==> src/rpm_pkg.sv <==
// Package for the protocol mode configuration bank.
// Holds register offsets, field positions, reset values and mode codes.
// Assumes a single core clock domain; nothing here is clocked.
package rpm_pkg;

	// Register offsets on the internal register port
	localparam logic [5:0] ADDR_PROTOCOL_MODE = 6'h03;
	localparam logic [5:0] ADDR_LINK_SPEED = 6'h04;
	localparam logic [5:0] ADDR_TYPE_A_FRAMING = 6'h05;

	// Reset values, loaded at power-up and by the default command
	localparam logic [7:0] PROTOCOL_MODE_RST = 8'h08;
	localparam logic [7:0] LINK_SPEED_RST = 8'h00;
	localparam logic [7:0] TYPE_A_FRAMING_RST = 8'h00;

	// Protocol mode register fields
	localparam int MODE_ROLE_BIT = 7;
	localparam int MODE_SEL_HI = 6;
	localparam int MODE_SEL_LO = 3;
	localparam int MODE_AUTO_CA_BIT = 0;
	// Bits 2 and 1 are unused and always zero
	localparam logic [7:0] PROTOCOL_MODE_MASK = 8'hF9;

	// Link speed register fields
	localparam int SEND_SPEED_HI = 7;
	localparam int SEND_SPEED_LO = 4;
	localparam int RECV_SPEED_HI = 3;
	localparam int RECV_SPEED_LO = 0;
	localparam logic [3:0] SPEED_MAX_CODE = 4'h3;

	// Type A framing register fields
	localparam int TX_NO_PARITY_BIT = 7;
	localparam int RX_RAW_BIT = 6;
	localparam int TRANSPORT_FRAME_BIT = 5;
	localparam int PAUSE_WIDTH_HI = 4;
	localparam int PAUSE_WIDTH_LO = 1;
	localparam int ANTICOLL_BIT = 0;
	localparam logic [7:0] TRANSPORT_START_BYTE = 8'hF0;

	// Initiator operating mode codes
	localparam logic [3:0] INIT_PEER_ACTIVE = 4'h0;
	localparam logic [3:0] INIT_TYPE_A = 4'h1;
	localparam logic [3:0] INIT_TYPE_B = 4'h2;
	localparam logic [3:0] INIT_PROP_212_424 = 4'h3;
	localparam logic [3:0] INIT_TYPE_1_TAG = 4'h4;
	localparam logic [3:0] INIT_SUBC_STREAM = 4'hE;
	localparam logic [3:0] INIT_BPSK_STREAM = 4'hF;

	// Target operating mode codes
	localparam logic [3:0] TARG_PEER_RATE_DETECT = 4'h0;
	localparam logic [3:0] TARG_PEER_NORMAL = 4'h1;

	// Bit rate codes
	localparam logic [1:0] RATE_FC128 = 2'h0;
	localparam logic [1:0] RATE_FC64 = 2'h1;
	localparam logic [1:0] RATE_FC32 = 2'h2;
	localparam logic [1:0] RATE_FC16 = 2'h3;

	// Pause width base values in carrier periods, code 0000 per rate
	localparam logic [5:0] PAUSE_BASE_FC128 = 6'h23;
	localparam logic [5:0] PAUSE_BASE_FC64 = 6'h12;
	localparam logic [5:0] PAUSE_BASE_FC32 = 6'h09;
	localparam logic [5:0] PAUSE_BASE_FC16 = 6'h05;
	// Widths of the three fc/64 codes that fold back from 22
	localparam logic [5:0] PAUSE_FC64_C4 = 6'h16;
	localparam logic [5:0] PAUSE_FC64_C5 = 6'h15;
	localparam logic [5:0] PAUSE_FC64_C6 = 6'h14;

endpackage

==> src/rpm_pw_if.sv <==
// Interface between the register bank and the pause width lookup.
// Assumes the lookup is purely combinational.
`timescale 1ns/1ns
interface rpm_pw_if;
	logic [3:0] code;
	logic [1:0] rate;
	logic [5:0] width;
	logic valid;

	modport lookup (input code, input rate, output width, output valid);
	modport user (output code, output rate, input width, input valid);
endinterface // rpm_pw_if
==> src/rpm_config_regs.sv <==
// Protocol mode, link speed and Type A framing configuration registers.
// Assumes the serial command decoder drives the register port and the
// command pulses on core_clk; field_present comes from an analog pin.
//
// Overview of operation
// - Mode bit 7 low selects initiator, high target; role decides mode field.
// - Initiator mode field picks peer, Type A/B, proprietary, tag or streams.
// - Target mode field picks peer with rate detection or peer normal mode.
// - Any unsupported operating mode code disables transmit and receive.
// - All three registers return to defaults at power-up and on Set Default.
// - Auto bit starts response collision avoidance when external field drops.
// - Send rate code 0..3 gives carrier/128, /64, /32, /16; others unused.
// - Receive rate uses same coding; applies only where rates may differ.
// - Any unsupported bit-rate code disables transmit and receive.
// - Go to Normal NFC Mode command loads new link speed contents.
// - Send parity suppression sends FIFO data without any parity bits.
// - Raw receive bit skips parity and CRC; host clears it outside Type A.
// - Transport frame bit adds F0 and length on send, strips F0 on receive.
// - Four-bit pause width field sets Type A pause in carrier periods.
// - At carrier/128 codes 0111..0000..1000 give 42..35..27 periods.
// - Transmit and receive run only while operation control enables are set.
`timescale 1ns/1ns
module rpm_config_regs (
	input wire logic core_clk,
	input wire logic rstn,
	input wire logic [5:0] reg_addr,
	input wire logic reg_wr,
	input wire logic [7:0] reg_wdata,
	input wire logic cmd_set_default,
	input wire logic cmd_go_normal,
	input wire logic [7:0] normal_speed,
	input wire logic op_tx_en,
	input wire logic op_rx_en,
	input wire logic field_present,
	output logic [7:0] reg_rdata,
	output logic role_target,
	output logic [3:0] protocol_sel,
	output logic mode_supported,
	output logic tx_enable,
	output logic rx_enable,
	output logic [1:0] send_speed,
	output logic [1:0] recv_speed,
	output logic tx_no_parity,
	output logic rx_raw,
	output logic transport_frame_prefix,
	output logic [7:0] transport_start_byte,
	output logic [5:0] pause_width,
	output logic pause_width_valid,
	output logic anticoll_frame,
	output logic collision_avoid_start
);

	rpm_pw_if pw ();

	logic [7:0] mode_r, mode_nxt;
	logic [7:0] speed_r, speed_nxt;
	logic [7:0] typea_r, typea_nxt;
	logic [7:0] rdata_r, rdata_nxt;
	logic fld_s1_r, fld_s2_r, fld_prev_r;
	logic role_r, supp_r, txe_r, rxe_r, txp_r, rxr_r, tfp_r, anti_r, cas_r;
	logic [3:0] sel_r;
	logic [1:0] ss_r, rs_r;
	logic [5:0] pw_r;
	logic pwv_r;
	logic [7:0] tsb_r;
	logic role_nxt, supp_nxt, txe_nxt, rxe_nxt, txp_nxt, rxr_nxt, tfp_nxt;
	logic anti_nxt, cas_nxt;
	logic [3:0] sel_nxt;
	logic [1:0] ss_nxt, rs_nxt;
	logic [5:0] pw_nxt;
	logic pwv_nxt;
	logic [7:0] tsb_nxt;
	logic mode_ok, speed_ok, split_rates, field_off_edge;
	logic [3:0] sel_code, send_code, recv_code;

	// Field decode of the stored registers
	assign sel_code = mode_r[rpm_pkg::MODE_SEL_HI:rpm_pkg::MODE_SEL_LO];
	assign send_code = speed_r[rpm_pkg::SEND_SPEED_HI:rpm_pkg::SEND_SPEED_LO];
	assign recv_code = speed_r[rpm_pkg::RECV_SPEED_HI:rpm_pkg::RECV_SPEED_LO];
	assign field_off_edge = fld_prev_r && !fld_s2_r;

	// Mode code check per role
	always_comb begin
		mode_ok = 1'b0;
		if (mode_r[rpm_pkg::MODE_ROLE_BIT]) begin
			case (sel_code)
				rpm_pkg::TARG_PEER_RATE_DETECT: mode_ok = 1'b1;
				rpm_pkg::TARG_PEER_NORMAL: mode_ok = 1'b1;
				default: mode_ok = 1'b0;
			endcase
		end else begin
			case (sel_code)
				rpm_pkg::INIT_PEER_ACTIVE: mode_ok = 1'b1;
				rpm_pkg::INIT_TYPE_A: mode_ok = 1'b1;
				rpm_pkg::INIT_TYPE_B: mode_ok = 1'b1;
				rpm_pkg::INIT_PROP_212_424: mode_ok = 1'b1;
				rpm_pkg::INIT_TYPE_1_TAG: mode_ok = 1'b1;
				rpm_pkg::INIT_SUBC_STREAM: mode_ok = 1'b1;
				rpm_pkg::INIT_BPSK_STREAM: mode_ok = 1'b1;
				default: mode_ok = 1'b0;
			endcase
		end
	end

	// Rate codes above fc/16 are unused
	assign speed_ok = (send_code <= rpm_pkg::SPEED_MAX_CODE)
		&& (recv_code <= rpm_pkg::SPEED_MAX_CODE);
	// Only Type A and Type B initiators run split send/receive rates
	assign split_rates = !mode_r[rpm_pkg::MODE_ROLE_BIT]
		&& ((sel_code == rpm_pkg::INIT_TYPE_A)
		|| (sel_code == rpm_pkg::INIT_TYPE_B));

	// Pause width lookup at the current send rate
	assign pw.code = typea_r[rpm_pkg::PAUSE_WIDTH_HI:rpm_pkg::PAUSE_WIDTH_LO];
	assign pw.rate = send_code[1:0];

	rpm_pulse_width u_pw (
		.pw(pw)
	);

	// Register file next values; default beats normal load beats write
	always_comb begin
		mode_nxt = mode_r;
		speed_nxt = speed_r;
		typea_nxt = typea_r;
		if (!rstn || cmd_set_default) begin
			mode_nxt = rpm_pkg::PROTOCOL_MODE_RST;
			speed_nxt = rpm_pkg::LINK_SPEED_RST;
			typea_nxt = rpm_pkg::TYPE_A_FRAMING_RST;
		end else if (cmd_go_normal) begin
			speed_nxt = normal_speed;
		end else if (reg_wr) begin
			if (reg_addr == rpm_pkg::ADDR_PROTOCOL_MODE) begin
				mode_nxt = reg_wdata & rpm_pkg::PROTOCOL_MODE_MASK;
			end else if (reg_addr == rpm_pkg::ADDR_LINK_SPEED) begin
				speed_nxt = reg_wdata;
			end else if (reg_addr == rpm_pkg::ADDR_TYPE_A_FRAMING) begin
				typea_nxt = reg_wdata;
			end
		end
	end

	// Read data, one cycle after the address; unmapped reads zero
	always_comb begin
		rdata_nxt = 8'h00;
		if (!rstn) begin
			rdata_nxt = 8'h00;
		end else if (reg_addr == rpm_pkg::ADDR_PROTOCOL_MODE) begin
			rdata_nxt = mode_r;
		end else if (reg_addr == rpm_pkg::ADDR_LINK_SPEED) begin
			rdata_nxt = speed_r;
		end else if (reg_addr == rpm_pkg::ADDR_TYPE_A_FRAMING) begin
			rdata_nxt = typea_r;
		end
	end

	// Control outputs derived from the stored settings
	always_comb begin
		role_nxt = mode_r[rpm_pkg::MODE_ROLE_BIT];
		sel_nxt = sel_code;
		supp_nxt = mode_ok && speed_ok;
		txe_nxt = op_tx_en && mode_ok && speed_ok;
		rxe_nxt = op_rx_en && mode_ok && speed_ok;
		ss_nxt = send_code[1:0];
		rs_nxt = split_rates ? recv_code[1:0] : send_code[1:0];
		txp_nxt = typea_r[rpm_pkg::TX_NO_PARITY_BIT];
		rxr_nxt = typea_r[rpm_pkg::RX_RAW_BIT];
		tfp_nxt = typea_r[rpm_pkg::TRANSPORT_FRAME_BIT];
		tsb_nxt = rpm_pkg::TRANSPORT_START_BYTE;
		pw_nxt = pw.width;
		pwv_nxt = pw.valid;
		anti_nxt = typea_r[rpm_pkg::ANTICOLL_BIT];
		cas_nxt = field_off_edge && mode_r[rpm_pkg::MODE_AUTO_CA_BIT];
		if (!rstn) begin
			role_nxt = 1'b0;
			sel_nxt = 4'h0;
			supp_nxt = 1'b0;
			txe_nxt = 1'b0;
			rxe_nxt = 1'b0;
			ss_nxt = 2'h0;
			rs_nxt = 2'h0;
			txp_nxt = 1'b0;
			rxr_nxt = 1'b0;
			tfp_nxt = 1'b0;
			tsb_nxt = 8'h00;
			pw_nxt = 6'h00;
			pwv_nxt = 1'b0;
			anti_nxt = 1'b0;
			cas_nxt = 1'b0;
		end
	end

	// All state registered; reset folded into the next values
	always_ff @(posedge core_clk) begin
		mode_r <= mode_nxt;
		speed_r <= speed_nxt;
		typea_r <= typea_nxt;
		rdata_r <= rdata_nxt;
		fld_s1_r <= field_present;
		fld_s2_r <= fld_s1_r;
		fld_prev_r <= fld_s2_r;
		role_r <= role_nxt;
		sel_r <= sel_nxt;
		supp_r <= supp_nxt;
		txe_r <= txe_nxt;
		rxe_r <= rxe_nxt;
		ss_r <= ss_nxt;
		rs_r <= rs_nxt;
		txp_r <= txp_nxt;
		rxr_r <= rxr_nxt;
		tfp_r <= tfp_nxt;
		tsb_r <= tsb_nxt;
		pw_r <= pw_nxt;
		pwv_r <= pwv_nxt;
		anti_r <= anti_nxt;
		cas_r <= cas_nxt;
	end

	// Outputs straight from flops
	assign reg_rdata = rdata_r;
	assign role_target = role_r;
	assign protocol_sel = sel_r;
	assign mode_supported = supp_r;
	assign tx_enable = txe_r;
	assign rx_enable = rxe_r;
	assign send_speed = ss_r;
	assign recv_speed = rs_r;
	assign tx_no_parity = txp_r;
	assign rx_raw = rxr_r;
	assign transport_frame_prefix = tfp_r;
	assign transport_start_byte = tsb_r;
	assign pause_width = pw_r;
	assign pause_width_valid = pwv_r;
	assign anticoll_frame = anti_r;
	assign collision_avoid_start = cas_r;

	// Checks on the configuration behaviour
	AST_ROLE: assert property (
		@(posedge core_clk) disable iff (!rstn)
		$past(rstn) |-> role_target == $past(mode_r[rpm_pkg::MODE_ROLE_BIT]))
		else $error("role output does not follow mode bit 7");
	AST_BAD_MODE: assert property (
		@(posedge core_clk) disable iff (!rstn)
		$past(rstn) && !$past(mode_ok) |-> !tx_enable && !rx_enable)
		else $error("tx or rx enabled with unsupported mode");
	AST_TARGET_CODES: assert property (
		@(posedge core_clk) disable iff (!rstn)
		mode_r[rpm_pkg::MODE_ROLE_BIT]
		&& (sel_code > rpm_pkg::TARG_PEER_NORMAL) |=> !mode_supported)
		else $error("target mode code above 1 reported supported");
	AST_INIT_CODES: assert property (
		@(posedge core_clk) disable iff (!rstn)
		!mode_r[rpm_pkg::MODE_ROLE_BIT]
		&& (sel_code > rpm_pkg::INIT_TYPE_1_TAG)
		&& (sel_code < rpm_pkg::INIT_SUBC_STREAM) |=> !mode_supported)
		else $error("initiator mode code 5 to D reported supported");
	AST_BAD_RATE: assert property (
		@(posedge core_clk) disable iff (!rstn)
		$past(rstn) && (($past(send_code) > rpm_pkg::SPEED_MAX_CODE)
		|| ($past(recv_code) > rpm_pkg::SPEED_MAX_CODE))
		|-> !tx_enable && !rx_enable)
		else $error("tx or rx enabled with unsupported rate");
	AST_DEFAULTS: assert property (
		@(posedge core_clk) disable iff (!rstn)
		cmd_set_default |=> mode_r == rpm_pkg::PROTOCOL_MODE_RST
		&& speed_r == rpm_pkg::LINK_SPEED_RST
		&& typea_r == rpm_pkg::TYPE_A_FRAMING_RST)
		else $error("set default did not restore registers");
	AST_NORMAL_LOAD: assert property (
		@(posedge core_clk) disable iff (!rstn)
		cmd_go_normal && !cmd_set_default |=> speed_r == $past(normal_speed))
		else $error("normal mode command did not load speed");
	AST_AUTO_CA: assert property (
		@(posedge core_clk) disable iff (!rstn)
		field_off_edge
		|=> collision_avoid_start == $past(mode_r[rpm_pkg::MODE_AUTO_CA_BIT]))
		else $error("collision avoidance start wrong on field off");
	AST_CA_EDGE_ONLY: assert property (
		@(posedge core_clk) disable iff (!rstn)
		!field_off_edge |=> !collision_avoid_start)
		else $error("collision avoidance start without field off");
	AST_UNUSED_BITS: assert property (
		@(posedge core_clk) disable iff (!rstn)
		reg_wr && reg_addr == rpm_pkg::ADDR_PROTOCOL_MODE
		&& !cmd_set_default && !cmd_go_normal
		|=> mode_r == ($past(reg_wdata) & rpm_pkg::PROTOCOL_MODE_MASK))
		else $error("mode write kept unused bits");
	AST_ENABLES: assert property (
		@(posedge core_clk) disable iff (!rstn)
		$past(rstn) && !$past(op_tx_en) |-> !tx_enable)
		else $error("tx enabled without operation control bit");
	AST_RX_ENABLES: assert property (
		@(posedge core_clk) disable iff (!rstn)
		$past(rstn) && !$past(op_rx_en) |-> !rx_enable)
		else $error("rx enabled without operation control bit");
	AST_TX_PARITY: assert property (
		@(posedge core_clk) disable iff (!rstn)
		$past(rstn)
		|-> tx_no_parity == $past(typea_r[rpm_pkg::TX_NO_PARITY_BIT]))
		else $error("parity suppression output does not follow bit 7");
	AST_RX_RAW: assert property (
		@(posedge core_clk) disable iff (!rstn)
		$past(rstn) |-> rx_raw == $past(typea_r[rpm_pkg::RX_RAW_BIT]))
		else $error("raw receive output does not follow bit 6");
	AST_TRANSPORT: assert property (
		@(posedge core_clk) disable iff (!rstn)
		$past(rstn) |-> transport_start_byte == rpm_pkg::TRANSPORT_START_BYTE
		&& transport_frame_prefix
		== $past(typea_r[rpm_pkg::TRANSPORT_FRAME_BIT]))
		else $error("transport frame outputs wrong");
	AST_PAUSE_42: assert property (
		@(posedge core_clk) disable iff (!rstn)
		typea_r[4:1] == 4'h7 && speed_r[7:4] == 4'h0 |=> pause_width == 6'h2A)
		else $error("code 0111 at fc/128 not 42 periods");
	AST_PAUSE_27: assert property (
		@(posedge core_clk) disable iff (!rstn)
		typea_r[4:1] == 4'h8 && speed_r[7:4] == 4'h0 |=> pause_width == 6'h1B)
		else $error("code 1000 at fc/128 not 27 periods");
	AST_PAUSE_FC64: assert property (
		@(posedge core_clk) disable iff (!rstn)
		typea_r[4:1] == 4'h4 && speed_r[7:4] == 4'h1 |=> pause_width == 6'h16)
		else $error("code 0100 at fc/64 not 22 periods");
	AST_RX_RATE: assert property (
		@(posedge core_clk) disable iff (!rstn)
		!split_rates |=> recv_speed == send_speed)
		else $error("receive rate split in a single-rate protocol");

endmodule // rpm_config_regs

==> src/rpm_pulse_width.sv <==
// Combinational map from pause width code and bit rate to carrier periods.
// Assumes the caller registers the result.
`timescale 1ns/1ns
module rpm_pulse_width (
	rpm_pw_if.lookup pw
);

	logic signed [4:0] offs;
	logic [5:0] base;

	// Code is a signed offset from the rate's base width
	always_comb begin
		offs = {pw.code[3], pw.code};
		base = rpm_pkg::PAUSE_BASE_FC128;
		pw.valid = 1'b0;
		pw.width = 6'h00;
		case (pw.rate)
			rpm_pkg::RATE_FC128: begin
				base = rpm_pkg::PAUSE_BASE_FC128;
				pw.valid = 1'b1;
			end
			rpm_pkg::RATE_FC64: begin
				base = rpm_pkg::PAUSE_BASE_FC64;
				pw.valid = (offs >= -5'sd6) && (offs <= 5'sd6);
			end
			rpm_pkg::RATE_FC32: begin
				base = rpm_pkg::PAUSE_BASE_FC32;
				pw.valid = (offs >= -5'sd4) && (offs <= 5'sd4);
			end
			default: begin
				base = rpm_pkg::PAUSE_BASE_FC16;
				pw.valid = (offs >= -5'sd3) && (offs <= 5'sd3);
			end
		endcase
		pw.width = 6'(base + 6'(offs));
		// fc/64 folds back above code 0011
		if (pw.rate == rpm_pkg::RATE_FC64) begin
			if (pw.code == 4'h4) begin
				pw.width = rpm_pkg::PAUSE_FC64_C4;
			end else if (pw.code == 4'h5) begin
				pw.width = rpm_pkg::PAUSE_FC64_C5;
			end else if (pw.code == 4'h6) begin
				pw.width = rpm_pkg::PAUSE_FC64_C6;
			end
		end
		if (!pw.valid) begin
			pw.width = 6'h00;
		end
	end

endmodule // rpm_pulse_width

==> config.mk <==
export PLATFORM = sky130hd
export DESIGN_NAME = rpm_config_regs
export DESIGN_NICKNAME = d
export VERILOG_FILES = /design/src/rpm_pkg.sv /design/src/rpm_pw_if.sv /design/src/rpm_config_regs.sv /design/src/rpm_pulse_width.sv
export SDC_FILE = /design/constraint.sdc
export NUM_CORES = 1
export LEC_CHECK = 0
export BUFFER_PORTS_ARGS = -buffer_cell sky130_fd_sc_hd__buf_2
export CELL_PAD_IN_SITES_DETAIL_PLACEMENT = 0
export CELL_PAD_IN_SITES_GLOBAL_PLACEMENT = 1
export CORE_MARGIN = 5
export CORE_UTILIZATION = 34
export CTS_BUF_LIST = sky130_fd_sc_hd__clkbuf_16
export DETAILED_ROUTE_END_ITERATION = 8
export PLACE_DENSITY_LB_ADDON = 0.1
export RECOVER_POWER = 100
export SKIP_LAST_GASP = 1
export SLEW_MARGIN = 20
export SYNTH_ARGS = -nofsm -noshare
export SYNTH_HDL_FRONTEND = slang
export SYNTH_SLANG_ARGS = --single-unit
==> constraint.sdc <==
create_clock -name core_clk -period 2.3 [get_ports core_clk]
set_clock_uncertainty 0.2 [all_clocks]
set_input_delay 0.115 -clock core_clk [delete_from_list [all_inputs] [get_ports core_clk]]
set_output_delay 0.115 -clock core_clk [all_outputs]
set_load 0.005 [all_outputs]
==> run metrics, run 1 <==
crit path DAT 2.14 ns; critical path's largest stage delay 0.58 ns; CP Launch Type input pin; Post-synth ARST share 0%; Most Frequent Cell on Critical Path dlygate4sd3_1; io pins 70; P_leak 1.41 nW; most frequent cell after synthesis dfxtp_1; Num CTS Buffers 9; Worst setup EP type flip-flop; hold crit path type in2reg; Setup violations, final 0; drt via density 4.74; R2R Setup Slk 0.27 ns; postcts setup bufs 0; Synth cell types 41; routed wire length 6440 um; clock buffer depth 2; Skew-Pair Late Insertion Delay 0.33 ns; CP max stage cell dlygate4sd3_1; Tightest Pin Transition 0.574 ns; max_slew headroom 61.2%; Synth area leader dfxtp_1; Final Core Density 49.5%; Final Cycle Share 90.2%; Post-Synthesis Cells 260; top-area cell type share of the netlist area 48.0%; crit-path max FO 30; EDFF count, synth 0; CTS HTree Levels 3; synth-to-layout area growth 40.6%; Std-Cell Rows 30; core area 6870 um^2; syn_area_per_cell 9.30 um^2; detailed placer's ending HPWL 4420 um; initial drt markers 85; ys flop type dfxtp_1; status finished clean; post-synthesis cell area 2420 um^2; GRT Resource Usage Total 15.4%; GPL Wtd Cong 0.754; # diodes 0; top post-synthesis cells by area dfxtp_1 (48%), mux2i_1 (4.1%), a21oi_1 (3.9%); setup TNS 0 ns; TritonCTS clock tree yes; Yosys Warn Count 0; DRC 0; Yosys reg bits 58; Sink Count 58; sequential share of the synthesized area 48.0%; share of cells above drive strength 1 21.6%; max frequency 482 MHz; vias in the first global route 2045; nets 388; Die ar. 8900 um^2; RSZ-0062 raised after global routing no; cells along the critical path dlygate4sd3_1, buf_2, nand2b_1, buf_4, a211oi_1, dlygate4sd3_1; crit path kind in2reg; drt first pass iters 4; hold_buf cts 23; Worst-path clk slew 0.05 ns; root buf cell clkbuf_16; Die X-Extent 94.3 um; peak supply drop 0.328 mV; die height 94.3 um; Detail Route Antenna Nets 0; Max-cap violations 0; initial antenna violation count 0; Starting Density 35.2%; I/O Buffers 65; CP required 2.37 ns; Final Max Tran Viols 0; PD cells 802 nW/um^2; global-route wire length before repair 10500 um; total grt overflow 0; CP delay by family, top buffers and inverters; via count 2148; CTS resizes 0; routed len/inst 14.2 um; worst path bufs/invs 4; Final Hold Vio Count 0; largest net degree at the start of global routing 31; Design Power 2.73 mW; most common library cells after synthesis dfxtp_1 (58), nand2_1 (20), a21oi_1 (19); Tmin final 2.07 ns
==> worst register-to-register path: cells and delay by family, from the launching register on <==
family | cells | cell delay (ns)
XOR/XNOR | 1 | 0.09
adder cells (fa/ha/maj) | 2 | 0.64
AO/OA/AOI/OAI | 3 | 0.58
flip-flops | 1 | 0.30
AND/OR/NAND/NOR | 1 | 0.07
buffers and inverters | 1 | 0.06
==> layer usage <==
metal | wire length (um) | track usage (%)
met1 | 3360 | 22.2
met2 | 2510 | 20.9
met3 | 429 | 3.61
met4 | 139 | 8.30
met5 | 0 | 0
==> worst paths after layout <==
kind                                    start              to  cells after the start
worst max-delay path                     rstn      speed_r[3]                      6
worst min-delay path            cmd_go_normal       mode_r[5]                      5
worst max register to register     speed_r[5]  pause_width[4]                      8
worst min register to register       fld_s1_r        fld_s2_r                      0
==> cell type report <==
cell class              instances  area [um^2]
clock buffers                   9          225
clock inverters                 7          118
fillers                       691         3470
inverters                       6         22.5
multi-input cells             179         1140
flip-flops and latches         58         1160
well taps                      96          120
repair buffers                 98          611
==> through the flow <==
stage	setup slack [ns]	cell area, um^2	std cells	hold slack [ns]
after floorplan	0.0900	2430	263	-0.0573
after global placement	0.311	2850	414	0.0183
after detailed placement	0.283	2850	414	0.0218
after CTS	0.264	3420	453	0.0835
after global routing	0.0753	3400	453	0.121
final	0.227	3400	453	0.102
==> power by group <==
part	internal, mW	leakage [nW]	switching [mW]
Combinational	0.0815	0.765	0.0826
Sequential	1.03	0.473	0.00951
Clock	1.06	0.169	0.468
Total	2.17	1.41	0.561
==> flip-flops by register name, indices dropped and copies added, names as in the netlist, 2 cells and up <==
| signal | flops |
|---|---|
| pause_width | 6 |
| speed_r | 8 |
| recv_speed | 2 |
| typea_r | 8 |
| reg_rdata | 8 |
| send_speed | 2 |
| protocol_sel | 4 |
| mode_r | 6 |
==> logic make-up (layout without fill, tap and decap cells) <==
kind of cell,count (synthesis),after routing,synth area share [%]
AO/OA/AOI/OAI,52,52,14.2
adder cells (fa/ha/maj),6,6,3.42
buffers and inverters,26,120,5.18
flip-flops,58,58,48.0
multiplexers,10,10,4.14
XOR/XNOR,4,4,1.45
other,1,4,0.155
AND/OR/NAND/NOR,103,103,23.4
==> placed cells by master, fill, tap and decap left out, types with 6 or more instances in the layout <==
cell           instances
nor3_1                10
nor2_1                16
nand2_1               20
a211oi_1              11
clkbuf_16              9
nor2b_1                7
mux2i_1               10
and2_0                 7
dfxtp_1               58
buf_4                 10
dlygate4sd3_1         23
buf_2                 49
and2_1                 7
nand3_1               18
clkbuf_1              16
inv_1                  6
a21oi_1               19
Note: power is estimated with default switching activity, not from simulation.
==> inputs of run 2 (changes only) <==
--- a/config.mk
+++ b/config.mk
@@ -7,5 +7,5 @@
 export LEC_CHECK = 0
 export BUFFER_PORTS_ARGS = -buffer_cell sky130_fd_sc_hd__buf_2
-export CELL_PAD_IN_SITES_DETAIL_PLACEMENT = 0
+export CELL_PAD_IN_SITES_DETAIL_PLACEMENT = 1
 export CELL_PAD_IN_SITES_GLOBAL_PLACEMENT = 1
 export CORE_MARGIN = 5
--- a/constraint.sdc
+++ b/constraint.sdc
@@ -3,3 +3,3 @@
 set_input_delay 0.115 -clock core_clk [delete_from_list [all_inputs] [get_ports core_clk]]
 set_output_delay 0.115 -clock core_clk [all_outputs]
-set_load 0.005 [all_outputs]
+set_load 0.02 [all_outputs]
==> run metrics, run 2 (synthesized netlist as in run 1, its figures left out) <==
Starting Density 35.2% (unchanged); Num CTS Buffers 9 (unchanged); peak supply drop 0.361 mV (+9.9%); Int Power 2.04 mW (-5.7%); Reg2Reg Depth 8 (unchanged); CP required 2.34 ns (-0.03 ns); Clock Power Share 53.1% (-2.8 points); register area 1160 um^2 (unchanged); cell area after layout 3340 um^2 (-1.8%); CP Launch Type flip-flop; GRT Max-Usage Layer met2; # diodes 0 (unchanged); Final Hold Vio Count 0 (unchanged); max_slew headroom 60.9% (-0.28 points); Filler cells 824 (+19%); routed len/inst 15.0 um (+5.1%); Switching Fraction 21.8% (+1.3 points); share of cells above drive strength 1 14.8% (-6.7 points); TritonCTS clock tree yes; Detail Route Antenna Nets 0 (unchanged); setup TNS 0 ns (unchanged); global-route wire length before repair 11100 um (+5.5%); via count 2156 (+0.37%); cells along the critical path inv_1, nand2_1, ha_1, fa_1, a21o_1, a21oi_1, xor2_1, a211oi_1; Die ar. 8900 um^2 (unchanged); met2 Usage GRT 23.2% (+2.3 points); commonest non-fill, non-tap cells in the layout dfxtp_1 (58), clkbuf_1 (37), buf_2 (29), dlygate4sd3_1 (23), nand2_1 (20); Std-Cell Rows 30 (unchanged); Max-cap violations 0 (unchanged); Final Cycle Share 89.6% (-0.55 points); die height 94.3 um (unchanged); worst r2r src speed_r[5]; root buf cell clkbuf_16; clock buffer depth 2 (unchanged); Skew-Pair Late Insertion Delay 0.33 ns (about the same); crit path DAT 2.10 ns (-0.04 ns); Min-Delay Startpoint cmd_go_normal; DRC 0 (unchanged); Sink Count 58 (unchanged); Comb pwr share 7.1% (+1.1 points); crit-path max FO 3 (-90%); drt first pass iters 4 (unchanged); Placement Cell Area 2850 um^2 (unchanged); commonest non-fill, non-tap cell in the layout dfxtp_1; Die X-Extent 94.3 um (unchanged); Hold Crit Endpoint mode_r[6]; routed wire length 6770 um (+5.1%); Tmin final 2.06 ns (-0.0126 ns); nets 388 (unchanged); vias in the first global route 2144 (+4.8%); CP delay by family, top adder cells; critical path's largest stage delay 0.43 ns (-0.15 ns); detailed placer's ending HPWL 4720 um (+6.9%); postcts setup bufs 0 (unchanged); Sequential Power Share 39.8% (+1.7 points); total grt overflow 0 (unchanged); initial drt markers 59 (-31%); initial antenna violation count 0 (unchanged); crit path kind reg2reg; P_leak 1.31 nW (-7.2%); Worst-path clk slew 0.05 ns (about the same); Final Core Density 48.6% (-0.89 points); io pins 70 (unchanged); hold path cells 5 (unchanged); core area 6870 um^2 (unchanged); GRT Resource Usage Total 16.5% (+1.1 points); Worst setup EP type flip-flop; CP max stage cell fa_1; status finished clean; PD cells 783 nW/um^2 (-2.4%); GR Layer Usage met3 5.61% (+2.0 points); synth-to-layout area growth 38.1%; P_sw 570 uW (+1.7%); Final Max Tran Viols 0 (unchanged); I/O Buffers 65 (unchanged); CTS HTree Levels 3 (unchanged); GPL Wtd Cong 0.754 (unchanged); routing usage on met1 22.7% (+0.48 points); max frequency 485 MHz (+0.61%); Multi-input gate area 1140 um^2 (unchanged); worst path bufs/invs 1 (-3); reg2reg end pause_width[4]; largest net degree at the start of global routing 31 (unchanged); Tightest Pin Transition 0.579 ns (+0.00420 ns); Setup violations, final 0 (unchanged); R2R Setup Slk 0.24 ns (-0.03 ns); drt via density 4.76 (+0.37%); hold crit path type in2reg; RSZ-0062 raised after global routing no
run 2: repair_timing:
action,in CTS,in global routing
hold buffers,23,0
endpoints found under the hold margin,26,0
gates resized for setup,0,0
run 2: metal layers:
| metal | share of wire, % | wire length [um] |
|---|---|---|
| met1 | 50 | 3390 |
| met2 | 41 | 2810 |
| met3 | 7.2 | 486 |
| met4 | 1.3 | 89 |
| met5 | 0 | 0 |
run 2: worst max-delay path by stage:
stage                          start             end  slack [ns]  cells past startpoint
after CTS                 speed_r[5]  pause_width[4]        0.23                      8
after detailed placement  speed_r[5]  pause_width[4]        0.25                      8
after global routing            rstn      speed_r[1]        0.06                      6
final                     speed_r[5]  pause_width[4]        0.24                      8
after global placement    speed_r[5]  pause_width[4]        0.31                      8
after floorplan           speed_r[5]  pause_width[4]        0.09                      9
run 2: worst min-delay path, stage by stage:
cell and delay (ns):
buf_2 0.09, nor2b_1 0.04, buf_4 0.18, nand3_1 0.09, a21oi_1 0.05
run 2: through the flow:
| step | hold slack [ns] | setup slack [ns] | instances | total power [mW] |
|---|---|---|---|---|
| 2_1_floorplan | -0.0573 | 0.0900 | 263 | 1.16 |
| 3_3_place_gp | 0.0183 | 0.311 | 414 | 1.22 |
| 3_5_place_dp | 0.0227 | 0.249 | 414 | 1.22 |
| 4_1_cts | 0.0804 | 0.227 | 453 | 2.65 |
| 5_1_grt | 0.112 | 0.0564 | 453 | 2.73 |
| 6_report | 0.0875 | 0.239 | 453 | 2.61 |
run 2: cell type report:
cell class              instances  area share (%)
flip-flops and latches         58            34.8
multi-input cells             179            34.2
well taps                      96            3.60
repair buffers                 98            17.4
clock inverters                 7            2.55
clock buffers                   9            6.75
inverters                       6           0.675
run 2: power groups by stage:
stage	clock (mW)	sequential, mW	combinational, mW
after detailed placement	0	1.06	0.162
after CTS	1.42	1.04	0.191
after global routing	1.48	1.04	0.204
after global placement	0	1.06	0.160
final	1.39	1.04	0.185
after floorplan	0	1.08	0.0823
